==> src/hdl/ppu_pkg.sv <==
// Constants shared by the pulse pattern unit and its next-data buffer.
// Assumes a 32-bit AHB-Lite slave port, byte addresses, one word per register.
package ppu_pkg;
  // ****************************************
  // Register map (byte addresses)
  // ****************************************
  localparam logic [7:0] OFS_NEXT_ENABLE_HIGH = 8'h00;
  localparam logic [7:0] OFS_NEXT_ENABLE_LOW = 8'h04;
  localparam logic [7:0] OFS_OUT_VALUE_HIGH = 8'h08;
  localparam logic [7:0] OFS_OUT_VALUE_LOW = 8'h0C;
  localparam logic [7:0] OFS_NEXT_VALUE_HIGH = 8'h10;
  localparam logic [7:0] OFS_NEXT_VALUE_LOW = 8'h14;
  localparam logic [7:0] OFS_NEXT_VALUE_HIGH_ALT = 8'h18;
  localparam logic [7:0] OFS_NEXT_VALUE_LOW_ALT = 8'h1C;
  localparam logic [7:0] OFS_TRIGGER_SELECT = 8'h20;
  localparam logic [7:0] OFS_OUTPUT_MODE = 8'h24;
  localparam logic [7:0] OFS_STATUS = 8'h28;
  // ****************************************
  // Field layout and reset values
  // ****************************************
  localparam int MODE_INV_LSB = 4;
  localparam int MODE_NOV_LSB = 0;
  localparam int STAT_FRESH_BIT = 16;
  localparam int STAT_STOP_BIT = 17;
  localparam logic [15:0] RST_ENABLE = 16'h0000;
  localparam logic [15:0] RST_OUT_VALUE = 16'h0000;
  localparam logic [15:0] RST_NEXT_VALUE = 16'h0000;
  localparam logic [7:0] RST_TRIGGER_SELECT = 8'hE4;
  localparam logic [7:0] RST_OUTPUT_MODE = 8'h00;
  localparam logic [1:0] HTRANS_NONSEQ = 2'h2;
  localparam int BUF_DEPTH = 2;
endpackage

==> src/hdl/ppu_buf.sv <==
// Two-entry valid/ready buffer for next-data words.
// Assumes both sides share core_clk; handshake completes when valid and ready.
`timescale 1ns/100ps
module ppu_buf #(
  parameter int WIDTH = 16,
  parameter int DEPTH = ppu_pkg::BUF_DEPTH
) (
  input wire logic core_clk,
  input wire logic rst,
  input wire logic in_valid,
  input wire logic [WIDTH-1:0] in_data,
  output logic in_ready,
  output logic out_valid,
  output logic [WIDTH-1:0] out_data,
  input wire logic out_ready
);
  localparam int PW = (DEPTH > 1) ? $clog2(DEPTH) : 1;

  // Refuse depths the pointer wrap cannot serve
  if (DEPTH < 2 || (DEPTH & (DEPTH - 1)) != 0)
  begin : gen_depth_bad
    $error("ppu_buf depth must be a power of two, at least 2");
  end

  typedef struct packed {
    logic [DEPTH-1:0][WIDTH-1:0] mem;
    logic [PW-1:0] wp;
    logic [PW-1:0] rp;
    logic [PW:0] cnt;
    logic rdy;
  } ppu_buf_t;

  ppu_buf_t r_reg;
  ppu_buf_t r_next;
  logic push;
  logic pop;

  // Handshakes on both sides
  assign push = in_valid && r_reg.rdy;
  assign pop = out_ready && (r_reg.cnt != '0);
  assign in_ready = r_reg.rdy;
  assign out_valid = (r_reg.cnt != '0);
  assign out_data = r_reg.mem[r_reg.rp];

  // Pointer and count update
  always_comb
  begin
    r_next = r_reg;
    if (push)
    begin
      r_next.mem[r_reg.wp] = in_data;
      r_next.wp = r_reg.wp + 1'b1;
    end
    if (pop)
      r_next.rp = r_reg.rp + 1'b1;
    r_next.cnt = r_reg.cnt + {{PW{1'b0}}, push} - {{PW{1'b0}}, pop};
    r_next.rdy = (r_next.cnt != (PW+1)'(DEPTH));
  end

  always_ff @(posedge core_clk or posedge rst)
  begin
    if (rst)
    begin
      r_reg <= '0;
      r_reg.rdy <= 1'b1;
    end
    else
      r_reg <= r_next;
  end
endmodule

==> src/hdl/ppu_top.sv <==
// Pulse pattern unit: sixteen pulse outputs in four nibble groups.
// Assumes timer_time_base events on trig_in are one-cycle pulses on core_clk.
// Contract
// - sixteen outputs, four independent 4-bit groups
// - group g drives outputs 4g+3 to 4g
// - each group selects its own timer trigger
// - enabled bit copies next data on trigger
// - disabled bit never copied on trigger
// - per-bit enables, all zero after reset
// - inverted polarity and non-overlap modes offered
// - controller transfers can refill next data
// - external module stop halts operation
// - writes to enabled output bits ignored
// - transfer only on group's selected trigger; in non-overlap mode ones transfer on its companion event
// - split nibble addresses, unused nibble reads ones
//
// Design decisions made here: the AHB-Lite register port and the register offsets.
`timescale 1ns/100ps
module ppu_top (
  input wire logic core_clk,
  input wire logic rst,
  input wire logic hsel,
  input wire logic [31:0] haddr,
  input wire logic [1:0] htrans,
  input wire logic hwrite,
  input wire logic [2:0] hsize,
  input wire logic [31:0] hwdata,
  input wire logic hready,
  output logic hreadyout,
  output logic hresp,
  output logic [31:0] hrdata,
  input wire logic [3:0] trig_in,
  input wire logic module_stop,
  input wire logic nd_valid,
  input wire logic [15:0] nd_data,
  output logic nd_ready,
  output logic [15:0] pulse_out
);
  // ****************************************
  // Decoders
  // ****************************************
  // One of four timer events by a 2-bit select
  function automatic logic ppu_pick(input logic [3:0] t, input logic [1:0] s);
    return t[s];
  endfunction

  // Per-bit mask from a 4-bit group field
  function automatic logic [15:0] ppu_spread(input logic [3:0] g);
    return {{4{g[3]}}, {4{g[2]}}, {4{g[1]}}, {4{g[0]}}};
  endfunction

  typedef struct packed {
    logic [15:0] en;
    logic [15:0] outv;
    logic [15:0] nxt;
    logic [7:0] tsel;
    logic [7:0] mode;
    logic fresh;
    logic [15:0] pins;
    logic [31:0] rdata;
    logic ready;
    logic wr_pend;
    logic rd_pend;
    logic [7:0] addr;
  } ppu_state_t;

  ppu_state_t r_reg;
  ppu_state_t r_next;
  logic [3:0] fire;
  logic [3:0] comp;
  logic buf_v;
  logic [15:0] buf_d;
  logic buf_pop;
  logic acc;
  logic wr_do;
  logic same_hi;
  logic same_lo;
  logic [3:0] nov;

  // ****************************************
  // Trigger selection
  // ****************************************
  // Main and companion event per group
  genvar g;
  generate
    for (g = 0; g < 4; g++)
    begin : gen_grp
      assign fire[g] = ppu_pick(trig_in, r_reg.tsel[2*g +: 2]);
      assign comp[g] = ppu_pick(trig_in, r_reg.tsel[2*g +: 2] ^ 2'h1);
    end
  endgenerate

  assign nov = r_reg.mode[ppu_pkg::MODE_NOV_LSB +: 4];
  assign same_hi = (r_reg.tsel[7:6] == r_reg.tsel[5:4]);
  assign same_lo = (r_reg.tsel[3:2] == r_reg.tsel[1:0]);
  assign acc = hsel && hready && (htrans == ppu_pkg::HTRANS_NONSEQ);
  assign wr_do = r_reg.wr_pend && !module_stop;
  assign buf_pop = buf_v && !r_reg.fresh && !module_stop;

  // Next-data refill buffer
  ppu_buf #(
    .WIDTH(16),
    .DEPTH(ppu_pkg::BUF_DEPTH)
  ) u_buf (
    .core_clk(core_clk),
    .rst(rst),
    .in_valid(nd_valid),
    .in_data(nd_data),
    .in_ready(nd_ready),
    .out_valid(buf_v),
    .out_data(buf_d),
    .out_ready(buf_pop)
  );

  // ****************************************
  // Next state
  // ****************************************
  // Bus, refill, transfer and pin update
  always_comb
  begin
    r_next = r_reg;
    r_next.ready = 1'b1;
    r_next.wr_pend = 1'b0;
    r_next.rd_pend = 1'b0;
    if (acc)
    begin
      r_next.addr = {haddr[7:2], 2'h0};
      r_next.wr_pend = hwrite;
      r_next.rd_pend = !hwrite;
      r_next.ready = hwrite;
    end
    if (buf_pop)
    begin
      r_next.nxt = buf_d;
      r_next.fresh = 1'b1;
    end
    if (wr_do)
    begin
      unique case (r_reg.addr)
        ppu_pkg::OFS_NEXT_ENABLE_HIGH: r_next.en[15:8] = hwdata[7:0];
        ppu_pkg::OFS_NEXT_ENABLE_LOW: r_next.en[7:0] = hwdata[7:0];
        ppu_pkg::OFS_OUT_VALUE_HIGH:
          r_next.outv[15:8] = (hwdata[7:0] & ~r_reg.en[15:8]) |
            (r_reg.outv[15:8] & r_reg.en[15:8]);
        ppu_pkg::OFS_OUT_VALUE_LOW:
          r_next.outv[7:0] = (hwdata[7:0] & ~r_reg.en[7:0]) |
            (r_reg.outv[7:0] & r_reg.en[7:0]);
        ppu_pkg::OFS_NEXT_VALUE_HIGH:
          if (same_hi)
            r_next.nxt[15:8] = hwdata[7:0];
          else
            r_next.nxt[15:12] = hwdata[7:4];
        ppu_pkg::OFS_NEXT_VALUE_LOW:
          if (same_lo)
            r_next.nxt[7:0] = hwdata[7:0];
          else
            r_next.nxt[7:4] = hwdata[7:4];
        ppu_pkg::OFS_NEXT_VALUE_HIGH_ALT:
          if (!same_hi)
            r_next.nxt[11:8] = hwdata[3:0];
        ppu_pkg::OFS_NEXT_VALUE_LOW_ALT:
          if (!same_lo)
            r_next.nxt[3:0] = hwdata[3:0];
        ppu_pkg::OFS_TRIGGER_SELECT: r_next.tsel = hwdata[7:0];
        ppu_pkg::OFS_OUTPUT_MODE: r_next.mode = hwdata[7:0];
        default: r_next.tsel = r_reg.tsel;
      endcase
    end
    if (!module_stop)
    begin
      // Enabled bits take next data on their group's event
      for (int b = 0; b < 16; b++)
      begin
        if (r_reg.en[b])
        begin
          if (!nov[b/4] && fire[b/4])
            r_next.outv[b] = r_reg.nxt[b];
          if (nov[b/4] && fire[b/4] && !r_reg.nxt[b])
            r_next.outv[b] = 1'b0;
          if (nov[b/4] && comp[b/4] && r_reg.nxt[b])
            r_next.outv[b] = 1'b1;
        end
      end
      if (|fire && !buf_pop)
        r_next.fresh = 1'b0;
    end
    r_next.pins = r_next.outv ^
      ppu_spread(r_next.mode[ppu_pkg::MODE_INV_LSB +: 4]);
    if (r_reg.rd_pend)
    begin
      unique case (r_reg.addr)
        ppu_pkg::OFS_NEXT_ENABLE_HIGH: r_next.rdata = {24'h0, r_reg.en[15:8]};
        ppu_pkg::OFS_NEXT_ENABLE_LOW: r_next.rdata = {24'h0, r_reg.en[7:0]};
        ppu_pkg::OFS_OUT_VALUE_HIGH: r_next.rdata = {24'h0, r_reg.outv[15:8]};
        ppu_pkg::OFS_OUT_VALUE_LOW: r_next.rdata = {24'h0, r_reg.outv[7:0]};
        ppu_pkg::OFS_NEXT_VALUE_HIGH:
          r_next.rdata = {24'h0, r_reg.nxt[15:12],
            same_hi ? r_reg.nxt[11:8] : 4'hF};
        ppu_pkg::OFS_NEXT_VALUE_LOW:
          r_next.rdata = {24'h0, r_reg.nxt[7:4], same_lo ? r_reg.nxt[3:0] : 4'hF};
        ppu_pkg::OFS_NEXT_VALUE_HIGH_ALT:
          r_next.rdata = {24'h0, 4'hF, same_hi ? 4'hF : r_reg.nxt[11:8]};
        ppu_pkg::OFS_NEXT_VALUE_LOW_ALT:
          r_next.rdata = {24'h0, 4'hF, same_lo ? 4'hF : r_reg.nxt[3:0]};
        ppu_pkg::OFS_TRIGGER_SELECT: r_next.rdata = {24'h0, r_reg.tsel};
        ppu_pkg::OFS_OUTPUT_MODE: r_next.rdata = {24'h0, r_reg.mode};
        ppu_pkg::OFS_STATUS:
          r_next.rdata = {14'h0, module_stop, r_reg.fresh, r_reg.pins};
        default: r_next.rdata = 32'h0000_0000;
      endcase
    end
  end

  // State register
  always_ff @(posedge core_clk or posedge rst)
  begin
    if (rst)
    begin
      r_reg <= '0;
      r_reg.en <= ppu_pkg::RST_ENABLE;
      r_reg.outv <= ppu_pkg::RST_OUT_VALUE;
      r_reg.nxt <= ppu_pkg::RST_NEXT_VALUE;
      r_reg.tsel <= ppu_pkg::RST_TRIGGER_SELECT;
      r_reg.mode <= ppu_pkg::RST_OUTPUT_MODE;
      r_reg.ready <= 1'b1;
    end
    else
      r_reg <= r_next;
  end

  // Outputs straight from the state register, hresp tied low
  assign hreadyout = r_reg.ready;
  assign hresp = 1'b0;
  assign hrdata = r_reg.rdata;
  assign pulse_out = r_reg.pins;

  // ****************************************
  // Checks
  // ****************************************
  logic wr_ovl;
  assign wr_ovl = wr_do && (r_reg.addr == ppu_pkg::OFS_OUT_VALUE_LOW);
endmodule

==> config.mk <==
export PLATFORM = sky130hd
export DESIGN_NAME = ppu_top
export DESIGN_NICKNAME = d
export VERILOG_FILES = /design/src/hdl/ppu_pkg.sv /design/src/hdl/ppu_buf.sv /design/src/hdl/ppu_top.sv
export SDC_FILE = /design/constraint.sdc
export NUM_CORES = 1
export LEC_CHECK = 0
export ABC_AREA = 1
export BUFFER_PORTS_ARGS = -buffer_cell sky130_fd_sc_hd__buf_2
export CORE_MARGIN = 2
export CORE_UTILIZATION = 50
export CTS_BUF_LIST = sky130_fd_sc_hd__clkbuf_4 sky130_fd_sc_hd__clkbuf_8
export DETAILED_ROUTE_END_ITERATION = 6
export GPL_ROUTABILITY_DRIVEN = 0
export GPL_TIMING_DRIVEN = 0
export PLACE_DENSITY_LB_ADDON = 0.05
export REMOVE_ABC_BUFFERS = 1
export SLEW_MARGIN = 20
export SYNTH_ARGS = -nofsm -noshare
export SYNTH_HDL_FRONTEND = slang
export SYNTH_HIERARCHICAL = 1
export SYNTH_SLANG_ARGS = --single-unit
==> constraint.sdc <==
create_clock -name core_clk -period 5.7 [get_ports core_clk]
set_input_delay 0.855 -clock core_clk [delete_from_list [all_inputs] [get_ports core_clk]]
set_output_delay 0.855 -clock core_clk [all_outputs]
set_load 0.01 [all_outputs]
==> results_dict.tcl, run 1 <==
set metrics [dict create \
    outcome "finished with violations" \
    violations "design-rule violations" \
    vias 7176 \
    synth_area_um2 8378 \
    die_w_um 133.4 \
    drive_above_1_share_pct 14.23 \
    criticalPathCategory "in -> reg" \
    seq_area_frac_synth_pct 43.40 \
    crit_path_max_fanout 29 \
    drtAntennaViolNets 0 \
    drtIter0Drc 534 \
    synth_seq_cells 145 \
    ctsResizeCount 0 \
    start_util_pct 50.88 \
    drv_slew 0 \
    largest_reg_flops 69 \
    start_kind "input port" \
    remaining_drc_errors 1 \
    die_y_um 133.4 \
    track_usage_pct 24.33 \
    cts.clk_slew.worst_paths_ps 80 \
    nFillCells 1657 \
    yosysWarnings 6 \
    finalHoldViolCount 0 \
    overflow 0 \
    postCtsHoldBufs 0 \
    min_period_ps 2627 \
    power.total_w 0.003316 \
    core_area_um2 16470 \
    drt_pass1_iterations 7 \
    antenna-diode-count 0 \
    numCtsBuffers 17 \
    multi_input_area_um2 3672 \
    async_reset_ff_share_pct 100.0 \
    fin_crit_sh_pct 46.10 \
    synth_cell_types 35 \
    holdCritPathClass "in -> async" \
    power_density_nw_per_um2 365.4 \
    setup_tns_ps 0 \
    grt_max_degree 65 \
    finClkSkew_ps 12.26 \
    num-nets-final 1316 \
    syn_area_per_cell_um2 7.088 \
    antenna_found_initial 0 \
    ir_drop_uv 271.7 \
    die_area_um2 17810 \
    wirelength_um 20890 \
    max_freq_mhz 380.6 \
    ios 147 \
    grt_pass1_wl_um 33660 \
    first_global_vias 6454 \
    postCtsSetupBuffers 0 \
    cts_sinks 145 \
    cts-root-buf "clkbuf_8" \
    setup_viol 0 \
    seq_area_um2 3636 \
    clockBufferDepth 2 \
    synthCells 1182 \
    hpwl_um 15590 \
    synth_edf_count 0 \
    critical_path_arrival_ps 3020 \
    wl_per_cell_um 14.41 \
    rrSetupSlack_ps 3270 \
    cts_tree "yes" \
    p_leak_nw 4.827 \
    syn_to_final_growth_pct 8.318 \
    cp-end-kind "register" \
    grt_setup_unrepaired "false" \
    cap_violations 0 \
    std_cell_rows 47 \
    crit_required_ps 6090 \
    synth_flop_cell "dfrtp_1" \
    placement.io_buffers 78 \
    max-slew-margin-rel_pct 46.83 \
    htreeDepth 4 \
    worst_pin_slew_ps 796.7 \
    viasPerCell 4.949 \
    clock_latency_ps 470 \
]
critical path, stage by stage:
cell and delay (ps):
buf_2 260, inv_2 170, nand3_1 260, inv_2 470, o21a_1 220, ha_1 240, inv_1 60, ha_1 180
inv_1 60, nand2_1 70, nand2_1 50, nand2_1 50, nand3_1 60
path summary, 6_finish.rpt:
| kind | startpoint | end | cells past startpoint |
|---|---|---|---|
| setup reg to reg | u_buf/r_reg[2] | u_buf/in_ready | 12 |
| min in group core_clk | hrdata[8] | hrdata[8] | 2 |
| setup / recovery | module_stop | u_buf/in_ready | 13 |
| hold / removal | rst | u_buf/r_reg[2] | 2 |
| max in group asynchronous | rst | hreadyout | 3 |
| hold reg to reg | hrdata[8] | hrdata[8] | 2 |
cell usage after synthesis, types with 8 or more instances:
cell | number | area [µm²]
buf_4 | 51 | 382.9
inv_1 | 138 | 518.0
dfrtp_1 | 139 | 3478
nor2_1 | 57 | 214.0
nand3_1 | 114 | 570.6
o21ai_2 | 20 | 175.2
inv_2 | 14 | 52.55
buf_6 | 8 | 90.09
nand2_1 | 462 | 1734
buf_2 | 10 | 50.05
o21ai_1 | 26 | 130.1
o21ai_0 | 87 | 435.4
report_power, final:
part / internal (W) / total (W) / switching (W) / leakage (nW)
registers: 0.00127 / 0.00143 / 0.000162 / 1.81
clock network: 0.000569 / 0.000963 / 0.000393 / 0.231
logic: 0.000315 / 0.000924 / 0.000609 / 2.79
cell usage in the layout, fill, tap and decap left out, drive strengths merged:
cell,netlist,routed
a21oi,6,6
o21a,1,1
clkinv,1,2
nor3,1,1
or2,1,1
dfrtp,139,139
clkinvlp,0,3
a31oi,1,1
nand4,3,3
o211ai,1,1
xnor2,1,1
dfstp,6,6
bufinv,0,5
conb,1,15
clkbuf,6,22
o22ai,5,5
buf,71,80
nand3b,1,1
nand2,465,465
nand3,118,118
nor2,67,67
inv,152,152
o21ai,133,133
ha,2,2
area by class of cell:
type,count,share of cell area [%]
Clock inverter,9,1.958
Clock buffer,22,3.268
Multi-Input combinational cell,821,40.47
Timing Repair Buffer,80,4.826
Sequential cell,145,40.07
Tap cell,220,3.033
Inverter,153,6.384
per-stage QoR:
step / hold WS (ps) / setup WS, ps / utilization [%] / instances / cell area, µm²
3_3_place_gp: 457.8 / 608.1 / 51.88 / 1417 / 8543
4_1_cts: 280.7 / 3079 / 55.08 / 1450 / 9070
6_report: 291.7 / 3073 / 55.11 / 1450 / 9075
2_1_floorplan: 453.0 / 2008 / - / 1119 / 7878
5_1_grt: 299.2 / 2859 / 55.11 / 1450 / 9075
3_5_place_dp: 460.1 / 2594 / 52.20 / 1419 / 8596
routing by layer:
metal  wire length [µm]  share of wire [%]  global-route usage, %  vias up
met2               9106                 44                  36.88      221
met3               1231                5.9                  3.995       37
met1              10030                 48                  35.37     3217
li1                   -                  -                      -     3701
met4                522                2.5                  8.747        0
met5                  0                  0                      0        -
logic make-up after synthesis:
| logic type | after synthesis | share of synthesized area [%] |
|---|---|---|
| simple gates | 656 | 32.72 |
| buf+inv | 230 | 13.46 |
| compound gates | 147 | 9.887 |
| flops | 145 | 43.40 |
| fa+ha+maj | 2 | 0.2986 |
| xor+xnor | 1 | 0.1942 |
| other cells | 1 | 0.04476 |
(Power assumes the default switching activity.)
==> run 2: changes to the inputs <==
==> constraint.sdc (replaced) <==
create_clock -name core_clk -period 2.3 [get_ports core_clk]
set_input_delay 0.345 -clock core_clk [delete_from_list [all_inputs] [get_ports core_clk]]
set_output_delay 0.345 -clock core_clk [all_outputs]
set_load 0.01 [all_outputs]
==> run 2 against run 1 <==
The flow now finishes without violations; via count is essentially flat; critical path type is now reg -> reg; critical path depth shrank 1; highest routed layer unchanged; first-iteration DRC count shrank 6.4%; worst setup slack got worse by 2900 ps.
==> results_dict.tcl, run 2 (synthesis gave the netlist of run 1 again) <==
set metrics [dict create \
    post-route-util_pct 55.28 \
    r2r-end "u_buf/in_ready" \
    critical_path_arrival_ps 2510 \
    first_global_vias 6446 \
    drt_pass1_iterations 5 \
    antenna-diode-count 0 \
    power_density_nw_per_um2 905.9 \
    crit_path_max_fanout 29 \
    finish.instance_area_um2 9102 \
    max_freq_mhz 472.9 \
    core_area_um2 16470 \
    overflow 0 \
    numCtsBuffers 17 \
    grt_most_used_layer "met2" \
    p_switching_w 0.002904 \
    finalHoldViolCount 0 \
    use_met1_pct 35.52 \
    worst_pin_slew_ps 795.0 \
    die_w_um 133.4 \
    p_leak_nw 4.833 \
    grt_pass1_wl_um 33670 \
    power.total_w 0.008246 \
    setup_viol 0 \
    cts_sinks 145 \
    postCtsSetupBuffers 0 \
    fin_crit_sh_pct 91.95 \
    die_y_um 133.4 \
    pwr-share-comb_pct 28.1 \
    remaining_drc_errors 0 \
    p_clk_share_pct 29.0 \
    htreeDepth 4 \
    cts.clk_slew.worst_paths_ps 80 \
    syn_to_final_growth_pct 8.647 \
    crit_required_ps 2690 \
    cap_violations 0 \
    max-slew-margin-rel_pct 46.94 \
    ir_drop_uv 677.9 \
    rrSetupSlack_ps 190 \
    min_to "r_reg[8]" \
    wirelength_um 20910 \
    placement.io_buffers 78 \
    grt_use_met3_pct 4.110 \
    ios 147 \
    p_int_w 0.005342 \
    drtAntennaViolNets 0 \
    hpwl_um 15590 \
    clock_latency_ps 470 \
    largest_reg_flops 69 \
    placed_cell_area_um2 8596 \
    r2r_start "u_buf/r_reg[2]" \
    grt_max_degree 65 \
    drv_slew 0 \
    swShare_pct 35.22 \
    cts_tree "yes" \
    std_cell_rows 47 \
    start_kind "register" \
    criticalPathCategory "reg -> reg" \
    holdCritStartpoint "hwrite" \
    cp-end-kind "register" \
    num-nets-final 1317 \
    drive_above_1_share_pct 14.30 \
    cts-root-buf "clkbuf_8" \
    viasPerCell 4.948 \
    start_util_pct 50.88 \
    vias 7179 \
    met2_usage_pct 36.86 \
    wl_per_cell_um 14.41 \
    clockBufferDepth 2 \
    layout_commonest_cell "nand2_1" \
    seqPwrFrac_pct 43.0 \
    layout_common_cells "462 x nand2_1, 139 x dfrtp_1, 136 x inv_1" \
    holdCritPathClass "in -> reg" \
    outcome "completed" \
    die_area_um2 17810 \
    antenna_found_initial 0 \
    grt_setup_unrepaired "false" \
    worstRegToRegCells 12 \
    drtIter0Drc 500 \
    min_path_cells 2 \
    min_period_ps 2115 \
    finClkSkew_ps 10.96 \
    track_usage_pct 24.37 \
]
-- run 2: cell count changes in the layout (fill, tap and decap cells not counted) --
cell and delta:
nand3_4 +1, inv_2 -1, inv_6 +1, nand3_1 -1, dlygate4sd3_1 +1
-- run 2: through the flow --
stage / setup slack (ps) / hold WS, ps / setup TNS (ps) / instances
floorplan: -882.3 / 422.8 / -91550 / 1119
global placement: -2282 / 457.8 / -239970 / 1417
detailed placement: -295.8 / 266.2 / -609.9 / 1419
CTS: 98.77 / 33.16 / 0 / 1451
global route: 10.05 / 38.18 / 0 / 1451
finish: 185.2 / 41.06 / 0 / 1451
-- run 2: timing repair --
action / CTS / global route
endpoints found under the hold margin: 77 / 0
hold buffers: 1 / 0
endpoints found under the setup margin: 2 / 1
gates resized for setup: 2 / 2
-- run 2: power by group through the flow --
stage               Sequential (W)  Combinational [W]  Clock, W
floorplan                  0.00353            0.00162         0
CTS                        0.00354            0.00231   0.00244
global route               0.00362            0.00265   0.00253
detailed placement         0.00359            0.00229         0
finish                     0.00354            0.00231   0.00239
global placement           0.00357            0.00224         0
-- run 2: cell type report --
| type | count | area [µm²] |
|---|---|---|
| Timing Repair Buffer | 81 | 447.9 |
| Sequential cell | 145 | 3636 |
| Tap cell | 220 | 275.3 |
| Multi-Input combinational cell | 821 | 3685 |
| Clock buffer | 22 | 296.5 |
| Fill cell | 1654 | 7363 |
| Inverter | 153 | 584.3 |
| Clock inverter | 9 | 177.7 |
-- run 2: metal layers --
| metal | vias to the layer above | wire, µm |
|---|---|---|
| met1 | 3242 | 10030 |
| li1 | 3699 | - |
| met2 | 210 | 9226 |
| met3 | 28 | 1205 |
| met5 | - | 0 |
| met4 | 0 | 444 |
-- run 2: how the worst max path moves through the flow --
stage	from	endpoint	slack [ps]	cells after the start
2_1_floorplan	rst	hrdata[0]	-880	1
3_3_place_gp	rst	r_reg[67]	-2280	2
3_5_place_dp	module_stop	u_buf/in_ready	-300	13
4_1_cts	u_buf/r_reg[2]	u_buf/in_ready	100	12
5_1_grt	u_buf/r_reg[2]	u_buf/in_ready	10	12
6_report	u_buf/r_reg[2]	u_buf/in_ready	190	12
-- run 2: worst max-delay path, cell delays in order, from the launching register on --
cell	delay, ps
dfrtp_1	430
or2_2	350
nand3_4	160
inv_6	110
o21a_1	150
ha_1	290
inv_1	60
ha_1	180
inv_1	60
nand2_1	70
nand2_1	50
nand2_1	50
nand3_1	60
